==> src/hrcs_pkg.sv <==
// hrcs_pkg: constants, register layouts and types of the hub reset sequencer
// assumes a 250 MHz core clock and an AXI4-Lite master on the register side
// Overview of operation
// reset pin held low at least 1 us once supplies are good
// while reset pin low, ports disabled and port power removed
// while reset pin low, transceivers off, pairs high impedance
// reset pin aborts every transaction at once, nothing kept; the code leaves bvalid_q, rvalid_q and rdata_q, cleared by aresetn only
// reset pin returns every register to its default, mostly zero
// reset pin stops the oscillator and the pll
// reset pin disables the led outputs
// operational within 500 us of release, then eeprom read unless smbus mode; the code starts the eeprom read in eeprom mode only
// eeprom read and configuration finish within 99.5 ms, 2.0 ms typical
// smbus host loads configuration within 99.5 ms when bus powered
// attach upstream within 100 ms of configuration load done
// host waits at least 100 ms after attach before bus reset
// each upstream request completes within 5 ms
// default mode loads the built-in value of every setting
// strap mode samples both led pins 16.7 to 1400 ns after release
// led strapped high drives active low, strapped low active high
// strap mode uses built-in values for every unstrapped setting
// bus reset sets address 0 and unconfigured state
// bus reset removes power on downstream ports 7 to 1
// bus reset clears tt buffers and leaves suspend
// bus reset is never passed to downstream ports
// tester sets test pin, select bit 1 high, serial clock low, releases reset
// test mode drives xnor of tested pins onto green led 2
// reset pin release synchronised before recovery timer and strap sampling
package hrcs_pkg;

  ////////////////////////////////////////////////////////////////////////////
  // timing
  localparam int  CLK_PERIOD_PS  = 4000;
  localparam real T_STRAP_MIN_NS = 16.7;
  localparam real T_STRAP_MAX_NS = 1400.0;
  localparam real T_RECOVER_US   = 500.0;
  localparam real T_CFG_MAX_MS   = 99.5;
  localparam real T_REQ_MAX_MS   = 5.0;
  localparam int  STRAP_MIN_CYC  = int'($ceil(T_STRAP_MIN_NS * 1.0e3 / CLK_PERIOD_PS));
  localparam int  STRAP_MAX_CYC  = int'($floor(T_STRAP_MAX_NS * 1.0e3 / CLK_PERIOD_PS));
  localparam int  RECOVER_CYC_DFLT = int'($floor(T_RECOVER_US * 1.0e6 / CLK_PERIOD_PS));
  localparam int  CFG_TMO_CYC_DFLT = int'($floor(T_CFG_MAX_MS * 1.0e9 / CLK_PERIOD_PS));
  localparam int  REQ_TMO_CYC_DFLT = int'($floor(T_REQ_MAX_MS * 1.0e9 / CLK_PERIOD_PS));
  localparam int  CNT_W          = 25;

  ////////////////////////////////////////////////////////////////////////////
  // widths and register map
  localparam int          NPORT      = 7;
  localparam int          TEST_W     = 32;
  localparam int          LED_GREEN  = 0;
  localparam int          LED_AMBER  = 1;
  localparam int          AXI_AW     = 8;
  localparam int          AXI_DW     = 32;
  localparam int          AXI_SW     = AXI_DW / 8;
  localparam int          ADDR_LSB   = 2;
  localparam logic [7:0]  REG_CTRL   = 8'h00;
  localparam logic [7:0]  REG_ADDR   = 8'h04;
  localparam logic [7:0]  REG_STAT   = 8'h08;
  localparam logic [31:0] REG_RST    = 32'h0000_0000;
  localparam logic [31:0] CTRL_WMASK = 32'h0000_03fe;
  localparam logic [31:0] ADDR_WMASK = 32'h0000_017f;
  localparam logic [1:0]  RESP_OKAY  = 2'h0;

  ////////////////////////////////////////////////////////////////////////////
  // types
  typedef enum logic [2:0] {
    ST_HWRST    = 3'h0,
    ST_RECOVER  = 3'h1,
    ST_LOAD     = 3'h3,
    ST_CONFIG   = 3'h2,
    ST_ATTACHED = 3'h6
  } hrcs_state_t;

  typedef enum logic [1:0] {
    MODE_DEFAULT = 2'h0,
    MODE_STRAP   = 2'h1,
    MODE_EEPROM  = 2'h2,
    MODE_SMBUS   = 2'h3
  } hrcs_mode_t;

  typedef struct packed {
    logic [21:0]      rsvd;
    logic [1:0]       led_on;
    logic [NPORT-1:0] ppe;
    logic             rsvd0;
  } hrcs_ctrl_t;

  typedef struct packed {
    logic [22:0] rsvd;
    logic        configured;
    logic        rsvd0;
    logic [6:0]  dev_addr;
  } hrcs_addr_t;

  typedef struct packed {
    logic [20:0] rsvd;
    logic        suspended;
    logic        attached;
    logic        cfg_tmo;
    logic        test;
    logic [1:0]  strap;
    hrcs_mode_t  mode;
    hrcs_state_t state;
  } hrcs_stat_t;

  typedef struct packed {
    logic              hw_rst_n;
    logic [1:0]        cfg_sel;
    logic              test;
    logic              sclk;
    logic [1:0]        led;
    logic [TEST_W-1:0] tp;
  } hrcs_pins_t;

  typedef struct packed {
    logic              awvalid;
    logic [AXI_AW-1:0] awaddr;
    logic              wvalid;
    logic [AXI_DW-1:0] wdata;
    logic [AXI_SW-1:0] wstrb;
    logic              bready;
    logic              arvalid;
    logic [AXI_AW-1:0] araddr;
    logic              rready;
  } hrcs_axi_req_t;

  typedef struct packed {
    logic              awready;
    logic              wready;
    logic              bvalid;
    logic [1:0]        bresp;
    logic              arready;
    logic              rvalid;
    logic [AXI_DW-1:0] rdata;
    logic [1:0]        rresp;
  } hrcs_axi_rsp_t;

endpackage : hrcs_pkg

==> src/hrcs_sync.sv <==
// hrcs_sync: two-flop synchroniser for pads entering the core clock
// assumes inputs asynchronous to aclk; output follows two edges later
module hrcs_sync #(
  parameter int W = 1
) (
  input  logic         aclk,
  input  logic         aresetn,
  input  logic [W-1:0] d,
  output logic [W-1:0] q
);

  logic [W-1:0] meta_q;

  // first stage feeds only the second
  always_ff @(posedge aclk)
  begin
    if (!aresetn)
    begin
      meta_q <= '0;
      q      <= '0;
    end
    else
    begin
      meta_q <= d;
      q      <= meta_q;
    end
  end

endmodule : hrcs_sync

==> src/hrcs_sequencer.sv <==
// hrcs_sequencer: hub reset pin handling, configuration load, attach,
// upstream bus reset response and continuity test output
// assumes eeprom/smbus engines and the usb core run on aclk; pads do not
module hrcs_sequencer #(
  parameter int unsigned RECOVER_CYC = hrcs_pkg::RECOVER_CYC_DFLT,
  parameter int unsigned CFG_TMO_CYC = hrcs_pkg::CFG_TMO_CYC_DFLT,
  parameter int unsigned REQ_TMO_CYC = hrcs_pkg::REQ_TMO_CYC_DFLT
) (
  input  logic                            aclk,
  input  logic                            aresetn,
  input  hrcs_pkg::hrcs_axi_req_t         axi_req,
  output hrcs_pkg::hrcs_axi_rsp_t         axi_rsp,
  input  logic                            hw_reset_n_pin,
  input  logic [1:0]                      cfg_sel_pin,
  input  logic                            test_mode_pin,
  input  logic                            sclk_pin,
  input  logic [hrcs_pkg::TEST_W-1:0]     test_pins,
  input  logic                            amber_led_pin_i,
  output logic                            amber_led_pin_o,
  output logic                            amber_led_pin_oe,
  input  logic                            green_led2_pin_i,
  output logic                            green_led2_pin_o,
  output logic                            green_led2_pin_oe,
  input  logic                            self_powered,
  output logic                            eeprom_start,
  input  logic                            eeprom_done,
  input  logic                            smbus_done,
  output logic                            cfg_use_default,
  output logic [1:0]                      cfg_strap,
  output logic                            usb_attach,
  input  logic                            usb_bus_reset,
  input  logic                            usb_suspend,
  output logic                            tt_clear,
  input  logic                            req_busy,
  output logic                            req_abort,
  output logic [hrcs_pkg::NPORT:1]        port_power_enable,
  output logic [hrcs_pkg::NPORT:1]        port_enable,
  output logic                            phy_en,
  output logic                            osc_en,
  output logic                            pll_en,
  output logic [6:0]                      dev_addr,
  output logic                            configured
);
  import hrcs_pkg::*;

  hrcs_pins_t       pins_raw;
  hrcs_pins_t       pins_s;
  logic             core_clr;
  hrcs_state_t      state_q;
  hrcs_mode_t       mode_q;
  logic [CNT_W-1:0] cnt_q;
  logic [CNT_W-1:0] req_cnt_q;
  logic             test_q;
  logic [1:0]       strap_q;
  logic             strap_now;
  logic             load_done;
  logic             load_tmo;
  logic             cfg_tmo_q;
  logic             attach_q;
  logic             suspended_q;
  hrcs_ctrl_t       ctrl_q;
  hrcs_addr_t       addr_q;
  hrcs_stat_t       stat;
  logic             wr_go;
  logic             rd_go;
  logic             bvalid_q;
  logic             rvalid_q;
  logic [31:0]      rdata_q;
  logic [31:0]      rd_word;

  ////////////////////////////////////////////////////////////////////////////
  // helpers

  // word decode of a bus address
  function automatic logic hit(input logic [AXI_AW-1:0] a, input logic [AXI_AW-1:0] off);
    return a[AXI_AW-1:ADDR_LSB] == off[AXI_AW-1:ADDR_LSB];
  endfunction : hit

  // byte-lane merge of a write, reserved bits forced to zero
  function automatic logic [31:0] merge(input logic [31:0] old, input logic [31:0] wd,
                                        input logic [AXI_SW-1:0] be, input logic [31:0] mask);
    logic [31:0] res;
    res = old;
    for (int b = 0; b < AXI_SW; b++)
      if (be[b])
        res[b*8 +: 8] = wd[b*8 +: 8];
    return res & mask;
  endfunction : merge

  ////////////////////////////////////////////////////////////////////////////
  // pad synchronisation

  // gather pads into one bundle
  always_comb
  begin
    pins_raw.hw_rst_n = hw_reset_n_pin;
    pins_raw.cfg_sel  = cfg_sel_pin;
    pins_raw.test     = test_mode_pin;
    pins_raw.sclk     = sclk_pin;
    pins_raw.led      = {amber_led_pin_i, green_led2_pin_i};
    pins_raw.tp       = test_pins;
  end

  hrcs_sync #(
    .W ($bits(hrcs_pins_t))
  ) u_sync (
    .aclk    (aclk),
    .aresetn (aresetn),
    .d       (pins_raw),
    .q       (pins_s)
  );

  // pin reset acts only after two flops
  assign core_clr = !aresetn || !pins_s.hw_rst_n;

  ////////////////////////////////////////////////////////////////////////////
  // sequencer

  // completion of the selected configuration source
  always_comb
  begin
    case (mode_q)
      MODE_EEPROM: load_done = eeprom_done;
      MODE_SMBUS:  load_done = smbus_done;
      MODE_STRAP:  load_done = 1'b1;
      MODE_DEFAULT: load_done = 1'b1;
    endcase
  end

  // load time limit, eeprom always, smbus only when bus powered
  assign load_tmo = (mode_q == MODE_EEPROM || (mode_q == MODE_SMBUS && !self_powered))
                    && cnt_q == CNT_W'(CFG_TMO_CYC - 1);

  // main state walk, wiped by the reset pin
  always_ff @(posedge aclk)
  begin
    if (core_clr)
    begin
      state_q <= ST_HWRST;
      cnt_q   <= '0;
    end
    else
    begin
      unique case (state_q)
        ST_HWRST:
        begin
          state_q <= ST_RECOVER; // recovery timer starts
          cnt_q   <= '0;
        end
        ST_RECOVER:
          if (cnt_q == CNT_W'(RECOVER_CYC - 1))
          begin
            state_q <= ST_LOAD; // operational
            cnt_q   <= '0;
          end
          else
            cnt_q <= cnt_q + 1'b1;
        ST_LOAD:
          if (load_done || load_tmo)
          begin
            state_q <= ST_CONFIG;
            cnt_q   <= '0;
          end
          else
            cnt_q <= cnt_q + 1'b1;
        ST_CONFIG:
          state_q <= ST_ATTACHED;
        ST_ATTACHED:
          state_q <= ST_ATTACHED;
        default:
          state_q <= ST_HWRST;
      endcase
    end
  end

  // mode and test entry latched on the release
  always_ff @(posedge aclk)
  begin
    if (core_clr)
    begin
      mode_q <= MODE_DEFAULT;
      test_q <= 1'b0;
    end
    else if (state_q == ST_HWRST)
    begin
      mode_q <= hrcs_mode_t'(pins_s.cfg_sel);
      test_q <= pins_s.test && pins_s.cfg_sel[1] && !pins_s.sclk;
    end
  end

  // led strap capture inside the hold window
  assign strap_now = state_q == ST_RECOVER && mode_q == MODE_STRAP && cnt_q == CNT_W'(STRAP_MIN_CYC);

  always_ff @(posedge aclk)
  begin
    if (core_clr)
      strap_q <= '0;
    else if (strap_now)
      strap_q <= pins_s.led;
  end

  // eeprom kick, load result and attach
  always_ff @(posedge aclk)
  begin
    if (core_clr)
    begin
      eeprom_start    <= 1'b0;
      cfg_use_default <= 1'b0;
      cfg_tmo_q       <= 1'b0;
      attach_q        <= 1'b0;
    end
    else
    begin
      eeprom_start <= state_q == ST_RECOVER && mode_q == MODE_EEPROM
                      && cnt_q == CNT_W'(RECOVER_CYC - 1);
      if (state_q == ST_LOAD && (load_tmo || mode_q == MODE_DEFAULT || mode_q == MODE_STRAP))
        cfg_use_default <= 1'b1; // built-in values
      if (state_q == ST_LOAD && load_tmo && !load_done)
        cfg_tmo_q <= 1'b1;
      if (state_q == ST_CONFIG)
        attach_q <= 1'b1;
    end
  end

  assign usb_attach = attach_q;
  assign cfg_strap  = strap_q;

  ////////////////////////////////////////////////////////////////////////////
  // pads, power and upstream bus reset

  // clock sources and transceivers off in reset
  always_ff @(posedge aclk)
  begin
    if (core_clr)
    begin
      osc_en <= 1'b0;
      pll_en <= 1'b0;
      phy_en <= 1'b0; // pairs float
    end
    else
    begin
      osc_en <= 1'b1;
      pll_en <= 1'b1;
      phy_en <= 1'b1;
    end
  end

  // downstream power follows software once attached, port enable once configured
  always_ff @(posedge aclk)
  begin
    if (core_clr || usb_bus_reset)
    begin
      port_power_enable <= '0;
      port_enable       <= '0; // only disabled, no reset sent down
    end
    else
    begin
      port_power_enable <= attach_q ? ctrl_q.ppe : '0;
      port_enable       <= ctrl_q.ppe & {NPORT{addr_q.configured}};
    end
  end

  // suspend state and tt flush
  always_ff @(posedge aclk)
  begin
    if (core_clr)
    begin
      suspended_q <= 1'b0;
      tt_clear    <= 1'b0;
    end
    else
    begin
      tt_clear <= usb_bus_reset;
      if (usb_bus_reset)
        suspended_q <= 1'b0;
      else if (usb_suspend)
        suspended_q <= 1'b1;
    end
  end

  // request watchdog forces completion
  always_ff @(posedge aclk)
  begin
    if (core_clr || usb_bus_reset || !req_busy)
    begin
      req_cnt_q <= '0;
      req_abort <= 1'b0;
    end
    else if (req_cnt_q == CNT_W'(REQ_TMO_CYC - 1))
    begin
      req_cnt_q <= '0;
      req_abort <= 1'b1;
    end
    else
    begin
      req_cnt_q <= req_cnt_q + 1'b1;
      req_abort <= 1'b0;
    end
  end

  // led drive: polarity from straps, green carries xnor chain in test
  always_ff @(posedge aclk)
  begin
    if (core_clr)
    begin
      amber_led_pin_o   <= 1'b0;
      amber_led_pin_oe  <= 1'b0;
      green_led2_pin_o  <= 1'b0;
      green_led2_pin_oe <= 1'b0;
    end
    else
    begin
      amber_led_pin_oe  <= attach_q;
      amber_led_pin_o   <= ctrl_q.led_on[LED_AMBER] ^ strap_q[LED_AMBER];
      green_led2_pin_oe <= attach_q || test_q;
      if (test_q)
        green_led2_pin_o <= ~^pins_s.tp;
      else
        green_led2_pin_o <= ctrl_q.led_on[LED_GREEN] ^ strap_q[LED_GREEN];
    end
  end

  ////////////////////////////////////////////////////////////////////////////
  // axi4-lite slave

  assign wr_go = axi_req.awvalid && axi_req.wvalid && !bvalid_q;
  assign rd_go = axi_req.arvalid && !rvalid_q;

  // channel handshakes
  always_comb
  begin
    axi_rsp.awready = wr_go;
    axi_rsp.wready  = wr_go;
    axi_rsp.bvalid  = bvalid_q;
    axi_rsp.bresp   = RESP_OKAY;
    axi_rsp.arready = !rvalid_q;
    axi_rsp.rvalid  = rvalid_q;
    axi_rsp.rdata   = rdata_q;
    axi_rsp.rresp   = RESP_OKAY;
  end

  // write response
  always_ff @(posedge aclk)
  begin
    if (!aresetn)
      bvalid_q <= 1'b0;
    else if (wr_go)
      bvalid_q <= 1'b1;
    else if (axi_req.bready)
      bvalid_q <= 1'b0;
  end

  // registers; bus reset outranks a write
  always_ff @(posedge aclk)
  begin
    if (core_clr)
    begin
      ctrl_q <= hrcs_ctrl_t'(REG_RST);
      addr_q <= hrcs_addr_t'(REG_RST);
    end
    else if (usb_bus_reset)
    begin
      ctrl_q.ppe <= '0;
      addr_q     <= hrcs_addr_t'(REG_RST);
    end
    else if (wr_go && hit(axi_req.awaddr, REG_CTRL))
      ctrl_q <= hrcs_ctrl_t'(merge(ctrl_q, axi_req.wdata, axi_req.wstrb, CTRL_WMASK));
    else if (wr_go && hit(axi_req.awaddr, REG_ADDR))
      addr_q <= hrcs_addr_t'(merge(addr_q, axi_req.wdata, axi_req.wstrb, ADDR_WMASK));
  end

  assign dev_addr   = addr_q.dev_addr;
  assign configured = addr_q.configured;

  // status word
  always_comb
  begin
    stat           = hrcs_stat_t'(REG_RST);
    stat.state     = state_q;
    stat.mode      = mode_q;
    stat.strap     = strap_q;
    stat.test      = test_q;
    stat.cfg_tmo   = cfg_tmo_q;
    stat.attached  = attach_q;
    stat.suspended = suspended_q;
  end

  // read mux, unmapped reads zero
  always_comb
  begin
    rd_word = REG_RST;
    if (hit(axi_req.araddr, REG_CTRL))
      rd_word = ctrl_q;
    else if (hit(axi_req.araddr, REG_ADDR))
      rd_word = addr_q;
    else if (hit(axi_req.araddr, REG_STAT))
      rd_word = stat;
  end

  // read data
  always_ff @(posedge aclk)
  begin
    if (!aresetn)
    begin
      rvalid_q <= 1'b0;
      rdata_q  <= REG_RST;
    end
    else if (rd_go)
    begin
      rvalid_q <= 1'b1;
      rdata_q  <= rd_word;
    end
    else if (axi_req.rready)
      rvalid_q <= 1'b0;
  end
endmodule : hrcs_sequencer

==> config.mk <==
export PLATFORM = sky130hd
export DESIGN_NAME = hrcs_sequencer
export DESIGN_NICKNAME = d
export VERILOG_FILES = /design/src/hrcs_pkg.sv /design/src/hrcs_sync.sv /design/src/hrcs_sequencer.sv
export SDC_FILE = /design/constraint.sdc
export NUM_CORES = 1
export LEC_CHECK = 0
export BUFFER_PORTS_ARGS = -buffer_cell sky130_fd_sc_hd__buf_4
export CAP_MARGIN = 20
export CORE_ASPECT_RATIO = 0.6
export CORE_MARGIN = 2
export CORE_UTILIZATION = 57
export DETAILED_ROUTE_END_ITERATION = 16
export PLACE_DENSITY = 0.84
export SKIP_LAST_GASP = 1
export SYNTH_ARGS = -nofsm -noshare
export SYNTH_HDL_FRONTEND = slang
export SYNTH_SLANG_ARGS = --single-unit
==> constraint.sdc <==
create_clock -name aclk -period 5.2 [get_ports aclk]
set_clock_uncertainty 0.1 [all_clocks]
set_input_delay 0.78 -clock aclk [delete_from_list [all_inputs] [get_ports aclk]]
set_output_delay 0.78 -clock aclk [all_outputs]
set_load 0.01 [all_outputs]
======== Yosys cells after proc, flatten, opt, wreduce, memory -nomap -nowiden ========
Cells that the tools add are included.
word-level totals
  flip-flop bits (word level) ............. 213
  input port bits ......................... 104
  output and inout port bits .............. 77
  logic and storage cells ................. 120
operators by class
  add/subtract/negate cells ............... 2
  equality and inequality tests ........... 16
  muxes and demuxes ....................... 17
  bitwise logic cells ..................... 6
  reduce and logical (&&, ||, !) cells .... 50
operators by type and width
  cell                     count
  $pmux W25 S3             1
  $add A25 B1 Y25 const B  2
  $mux W25                 2
  $mux W11                 3
  $reduce_xnor A32 Y1      1
  $eq A25 B17 Y1 const B   1
  $eq A25 B21 Y1 const B   1
  $eq A25 B25 Y1 const B   1
  $eq A25 B3 Y1 const B    1
  $logic_and A1 B1 Y1      16
  $eq A6 B1 Y1 const B     2
  $logic_not A6 Y1         2
  $pmux W3 S4              1
  $reduce_or A2 Y1         5
  $reduce_and A3 Y1        3
  $logic_not A1 Y1         8
  $logic_or A1 B1 Y1       8
  $and A7 B7 Y7            1
  $mux W1                  7
  $eq A3 B2 Y1 const B     2
  $eq A6 B2 Y1 const B     1
  $mux W3                  2
  $eq A2 B2 Y1 const B     2
  $ne A2 B2 Y1 const B     2
  11 further kinds         16

======== Depth between registers and ports, before layout ========
  depth after elaboration ................. 7
  depth in mapped cells ................... 9
  mapped depth without buffers ............ 7

======== By module ========
From an unflattened synthesis, not the netlist that was laid out.
second synthesis, totals
  cells, all modules ...................... 756
  area, all modules ....................... 7350.8 µm²
modules (own cells, without submodules)
  module          times used  cells an instance  area an instance (µm²)
  hrcs_sequencer  1           592                5246.3
  hrcs_sync       1           164                2104.5

======== Least setup slack after synthesis ========
OpenSTA, ideal clock, no wires.
  path kind ............................... input -> register
  from .................................... input axi_req[51] in the netlist's numbering
  to ...................................... register ctrl_q[1] in the netlist's numbering
  library setup time ...................... 0.128 ns
  data arrival time ....................... 2.148 ns
  setup slack ............................. 2.825 ns
  stages .................................. 6
  cells stage by stage .................... or4_1 nor3_1 nand3b_1 clkbuf_1 mux2i_1 nor2_1
between the ends
  cells in the longest elaborated chain, start to end .. 3
RTL lines
  what                                RTL line               RTL
  start, declared                     hrcs_sequencer.sv:11   input hrcs_pkg::hrcs_axi_req_t axi_req,
  $logic_not A6 Y1                    hrcs_sequencer.sv:76   return a[AXI_AW-1:ADDR_LSB] == off[AXI_AW-1:ADDR_LSB];
  $logic_and A1 B1 Y1                 hrcs_sequencer.sv:366  else if (wr_go && hit(axi_req.awaddr, REG_CTRL))
  $reduce_and A2 Y1 (no source line)  -
  end signal, assigned                hrcs_sequencer.sv:358  ctrl_q <= hrcs_ctrl_t'(REG_RST);
  end signal, assigned                hrcs_sequencer.sv:367  ctrl_q <= hrcs_ctrl_t'(merge(ctrl_q, axi_req.wdata, axi_req.wstrb, CTRL_WMASK));
  end, declared                       hrcs_sequencer.sv:61   hrcs_ctrl_t ctrl_q;
Every way passes these cells.
A chain may end at the register's enable or synchronous reset.

======== Worst setup path after layout ========
  from .................................... input aresetn
  to ...................................... register req_cnt_q[8]
between the ends
  cells in the longest elaborated chain, start to end .. 5
RTL lines
  what                               RTL line               RTL
  start, declared                    hrcs_sequencer.sv:10   input logic aresetn,
  $logic_not A1 Y1                   -
  $logic_or A1 B1 Y1                 hrcs_sequencer.sv:114  assign core_clr = !aresetn || !pins_s.hw_rst_n;
  $logic_or A1 B1 Y1 (2 in series)   hrcs_sequencer.sv:284  if (core_clr || usb_bus_reset || !req_busy)
  $reduce_or A2 Y1 (no source line)  -
  end signal, assigned               hrcs_sequencer.sv:296  req_cnt_q <= req_cnt_q + 1'b1;
  end, declared                      hrcs_sequencer.sv:52   logic [CNT_W-1:0] req_cnt_q;
Every way passes these cells.

==> results by group <==
Run status
  – Status: finished clean

Timing
  – Worst Tran Pin Value: 0.948 ns
  – Relative slew slack: 36.6%
  – Tmin final: 3.09 ns
  – Fmax: 0.324 GHz
  – Total negative slack: 0 ns
  – RSZ-0062 raised after global routing: no
  – Final setup viols: 0
  – Fin crit share: 59.3%
  – Endpoints failing hold: 0
  – Max-slew violations: 0

Floorplan
  – Die width: 151 um
  – Core area: 12700 um^2
  – Core Rows: 32
  – Die ar.: 13900 um^2
  – I/O pin count: 181
  – Die Y: 92.2 um
  – Initial Util: 58.0%

Synthesis
  – Async set or reset register ratio after synthesis: 0%
  – Yosys top cell by area: dfxtp_1
  – Top-area cell type share of the netlist area: 52.1%
  – Sequential-to-total area share from yosys stat: 52.1%
  – Unique cell type count in the Yosys netlist: 46
  – Avg Inst Size Synth: 9.53 um^2
  – Mapped Area: 7380 um^2
  – Yosys warning count: 0
  – #FFs+latches synth: 192
  – Synth top area cells: dfxtp_1 52%, and2_1 7.5%, xnor2_1 5.5%
  – Post-synth EDFFs: 0
  – Synth Flop Type: dfxtp_1
  – Syn Inst Count: 775

Global routing
  – Initial antenna violation count: 0
  – Largest net degree at the start of global routing: 95
  – Vias in the first global route: 5128
  – GR Util All Layers: 23.0%
  – Overflow left after global routing: 0
  – First-pass GRT wire length: 25.1 mm

Clocking
  – TritonCTS clock tree: done
  – Num CTS Buffers: 17
  – PostCTS Resize Cnt: 0
  – Root buf cell: clkbuf_16
  – Clock Sinks: 192
  – Max Root-Sink Buffers: 2
  – Clock transition at path regs: 0.07 ns
  – Setup Fix Bufs, Post-CTS: 0
  – Clk_lat worst skew: 0.43 ns
  – H-tree Lvls: 4
  – Post-CTS Hold Fix Bufs: 0

Finish
  – Share of cells above drive strength 1: 18.3%
  – Layout Area Growth over Synthesis: 20.9%
  – Multi-input logic area: 3230 um^2
  – Antenna cells: 0
  – Commonest non-fill, non-tap cell in the layout: dfxtp_1
  – Fill cells: 981
  – Final #Nets: 992
  – Most frequent cells in the layout: 192 x dfxtp_1, 128 x buf_4, 89 x and2_1
  – Register area: 3840 um^2
  – Finished Core Util: 70.1%

Detailed routing
  – Routed WL: 15.6 mm
  – DRT iter0 DRCs: 393
  – Post-DR vias/cell: 5.15
  – # DRC: 0
  – Wire per inst: 14.6 um
  – Vias: 5502
  – Antenna viol nets, final: 0
  – DR pass1 iterations: 5

Hold path
  – Worst Hold Class: flop to flop

Placed design
  – Final GP Congestion: 0.928
  – DP HPWL: 11.0 mm
  – I/O Buffers: 127

Worst setup path
  – Setup crit start kind: input pin
  – Crit end category: flop
  – Crit path arrival time: 3.33 ns
  – Worst endpoint required time: 5.45 ns
  – Kind of critical path: input pin to flop
  – R2r setup slk: 2.26 ns
  – Crit path max fanout: 94

Power and ir drop
  – PwrDens: 341 nW/um^2
  – Peak VDD IR: 0.000248 V
  – P_leak: 3.60 nW

Run
  – Max-cap violations: 0
## cells in the mapped netlist (2+ instances only)
| cell | instances |
|---|---|
| or4_1 | 5 |
| nand3b_1 | 4 |
| nor2_1 | 87 |
| xnor2_1 | 46 |
| mux2i_1 | 25 |
| or3_1 | 2 |
| dfxtp_1 | 192 |
| and4_1 | 3 |
| a22oi_1 | 8 |
| nor2b_1 | 13 |
| inv_1 | 11 |
| a211oi_1 | 3 |
| and3_1 | 21 |
| a41oi_1 | 2 |
| buf_2 | 2 |
| a311oi_1 | 5 |
| xor2_1 | 26 |
| nand3_1 | 29 |
| a21oi_1 | 18 |
| nor3_1 | 14 |
| ha_1 | 3 |
| and2_1 | 89 |
| nand4b_1 | 3 |
| nor3b_1 | 2 |
| nand2b_1 | 7 |
| clkbuf_1 | 25 |
| buf_6 | 2 |
| buf_4 | 31 |
| nand2_1 | 54 |
| o21ai_0 | 9 |
| a31oi_1 | 2 |
| nand4_1 | 11 |
| nor4_1 | 8 |
## registers in the layout, summed over array words and instances, names as in the netlist, 2 cells and up, named ones only
register           flops
state_q                2
dev_addr               7
ctrl_q                 9
cfg_strap              2
rdata_q               11
cnt_q                 25
u_sync.q              39
port_enable            7
u_sync.meta_q         39
mode_q                 2
port_power_enable      7
req_cnt_q             25
## power by group
group / switching, mW / internal, mW
clock: 0.629 / 0.742
combinational: 0.0725 / 0.0886
sequential: 0.00996 / 1.50
## through the flow
stage	setup slack, ns	std cells	area [um^2]	total power [mW]	hold WS [ns]
finish	2.11	1068	8930	3.04	0.331
global route	1.84	1068	8930	3.14	0.337
CTS	2.10	1068	8930	3.06	0.332
detailed placement	1.72	1036	8290	1.70	0.318
global placement	1.78	1036	8290	1.70	0.313
floorplan	2.82	799	7470	1.65	0.312
## path summary, 6_finish.rpt
path | start | end | depth (start not counted)
worst min register to register | u_sync.meta_q[33]$_SDFF_PN0_ | u_sync.q[33]$_SDFF_PN0_ | 1
worst max register to register | cnt_q[17]$_SDFFE_PN0P_ | cnt_q[11]$_SDFFE_PN0P_ | 6
worst max-delay path | aresetn | req_cnt_q[8]$_SDFF_PP0_ | 6
worst min-delay path | u_sync.meta_q[33]$_SDFF_PN0_ | u_sync.q[33]$_SDFF_PN0_ | 1
## per-layer routing
metal  track usage, %  vias up  share of wire (%)
met3             6.12       22                8.1
li1                 -     2741                  -
met4             7.24        0                1.4
met1             32.4     2529                 47
met2             34.4      210                 43
met5                0        -                  0
## critical path, stage by stage
cell and delay, ns:
buf_4 0.49, nand2_1 0.75, nor2_1 0.73, nand3_1 0.14, buf_4 0.26, nor2_1 0.17
## cell type report
class / count / area share (%)
clock buffer: 17 / 4.76
clock inverter: 15 / 2.44
inverter: 11 / 0.462
multi-input combinational: 535 / 36.1
sequential: 192 / 43.0
tap: 170 / 2.38
timing repair buffer: 128 / 10.8
## cells by family after synthesis
logic type / share of synthesized area (%)
multiplexers: 3.39
AO/OA/AOI/OAI: 4.61
XOR/XNOR: 8.54
buffers and inverters: 5.47
flip-flops: 52.1
other: 0.0508
adder cells (fa/ha/maj): 0.508
AND/OR/NAND/NOR: 25.4
Power figures use the tool's default switching activity.
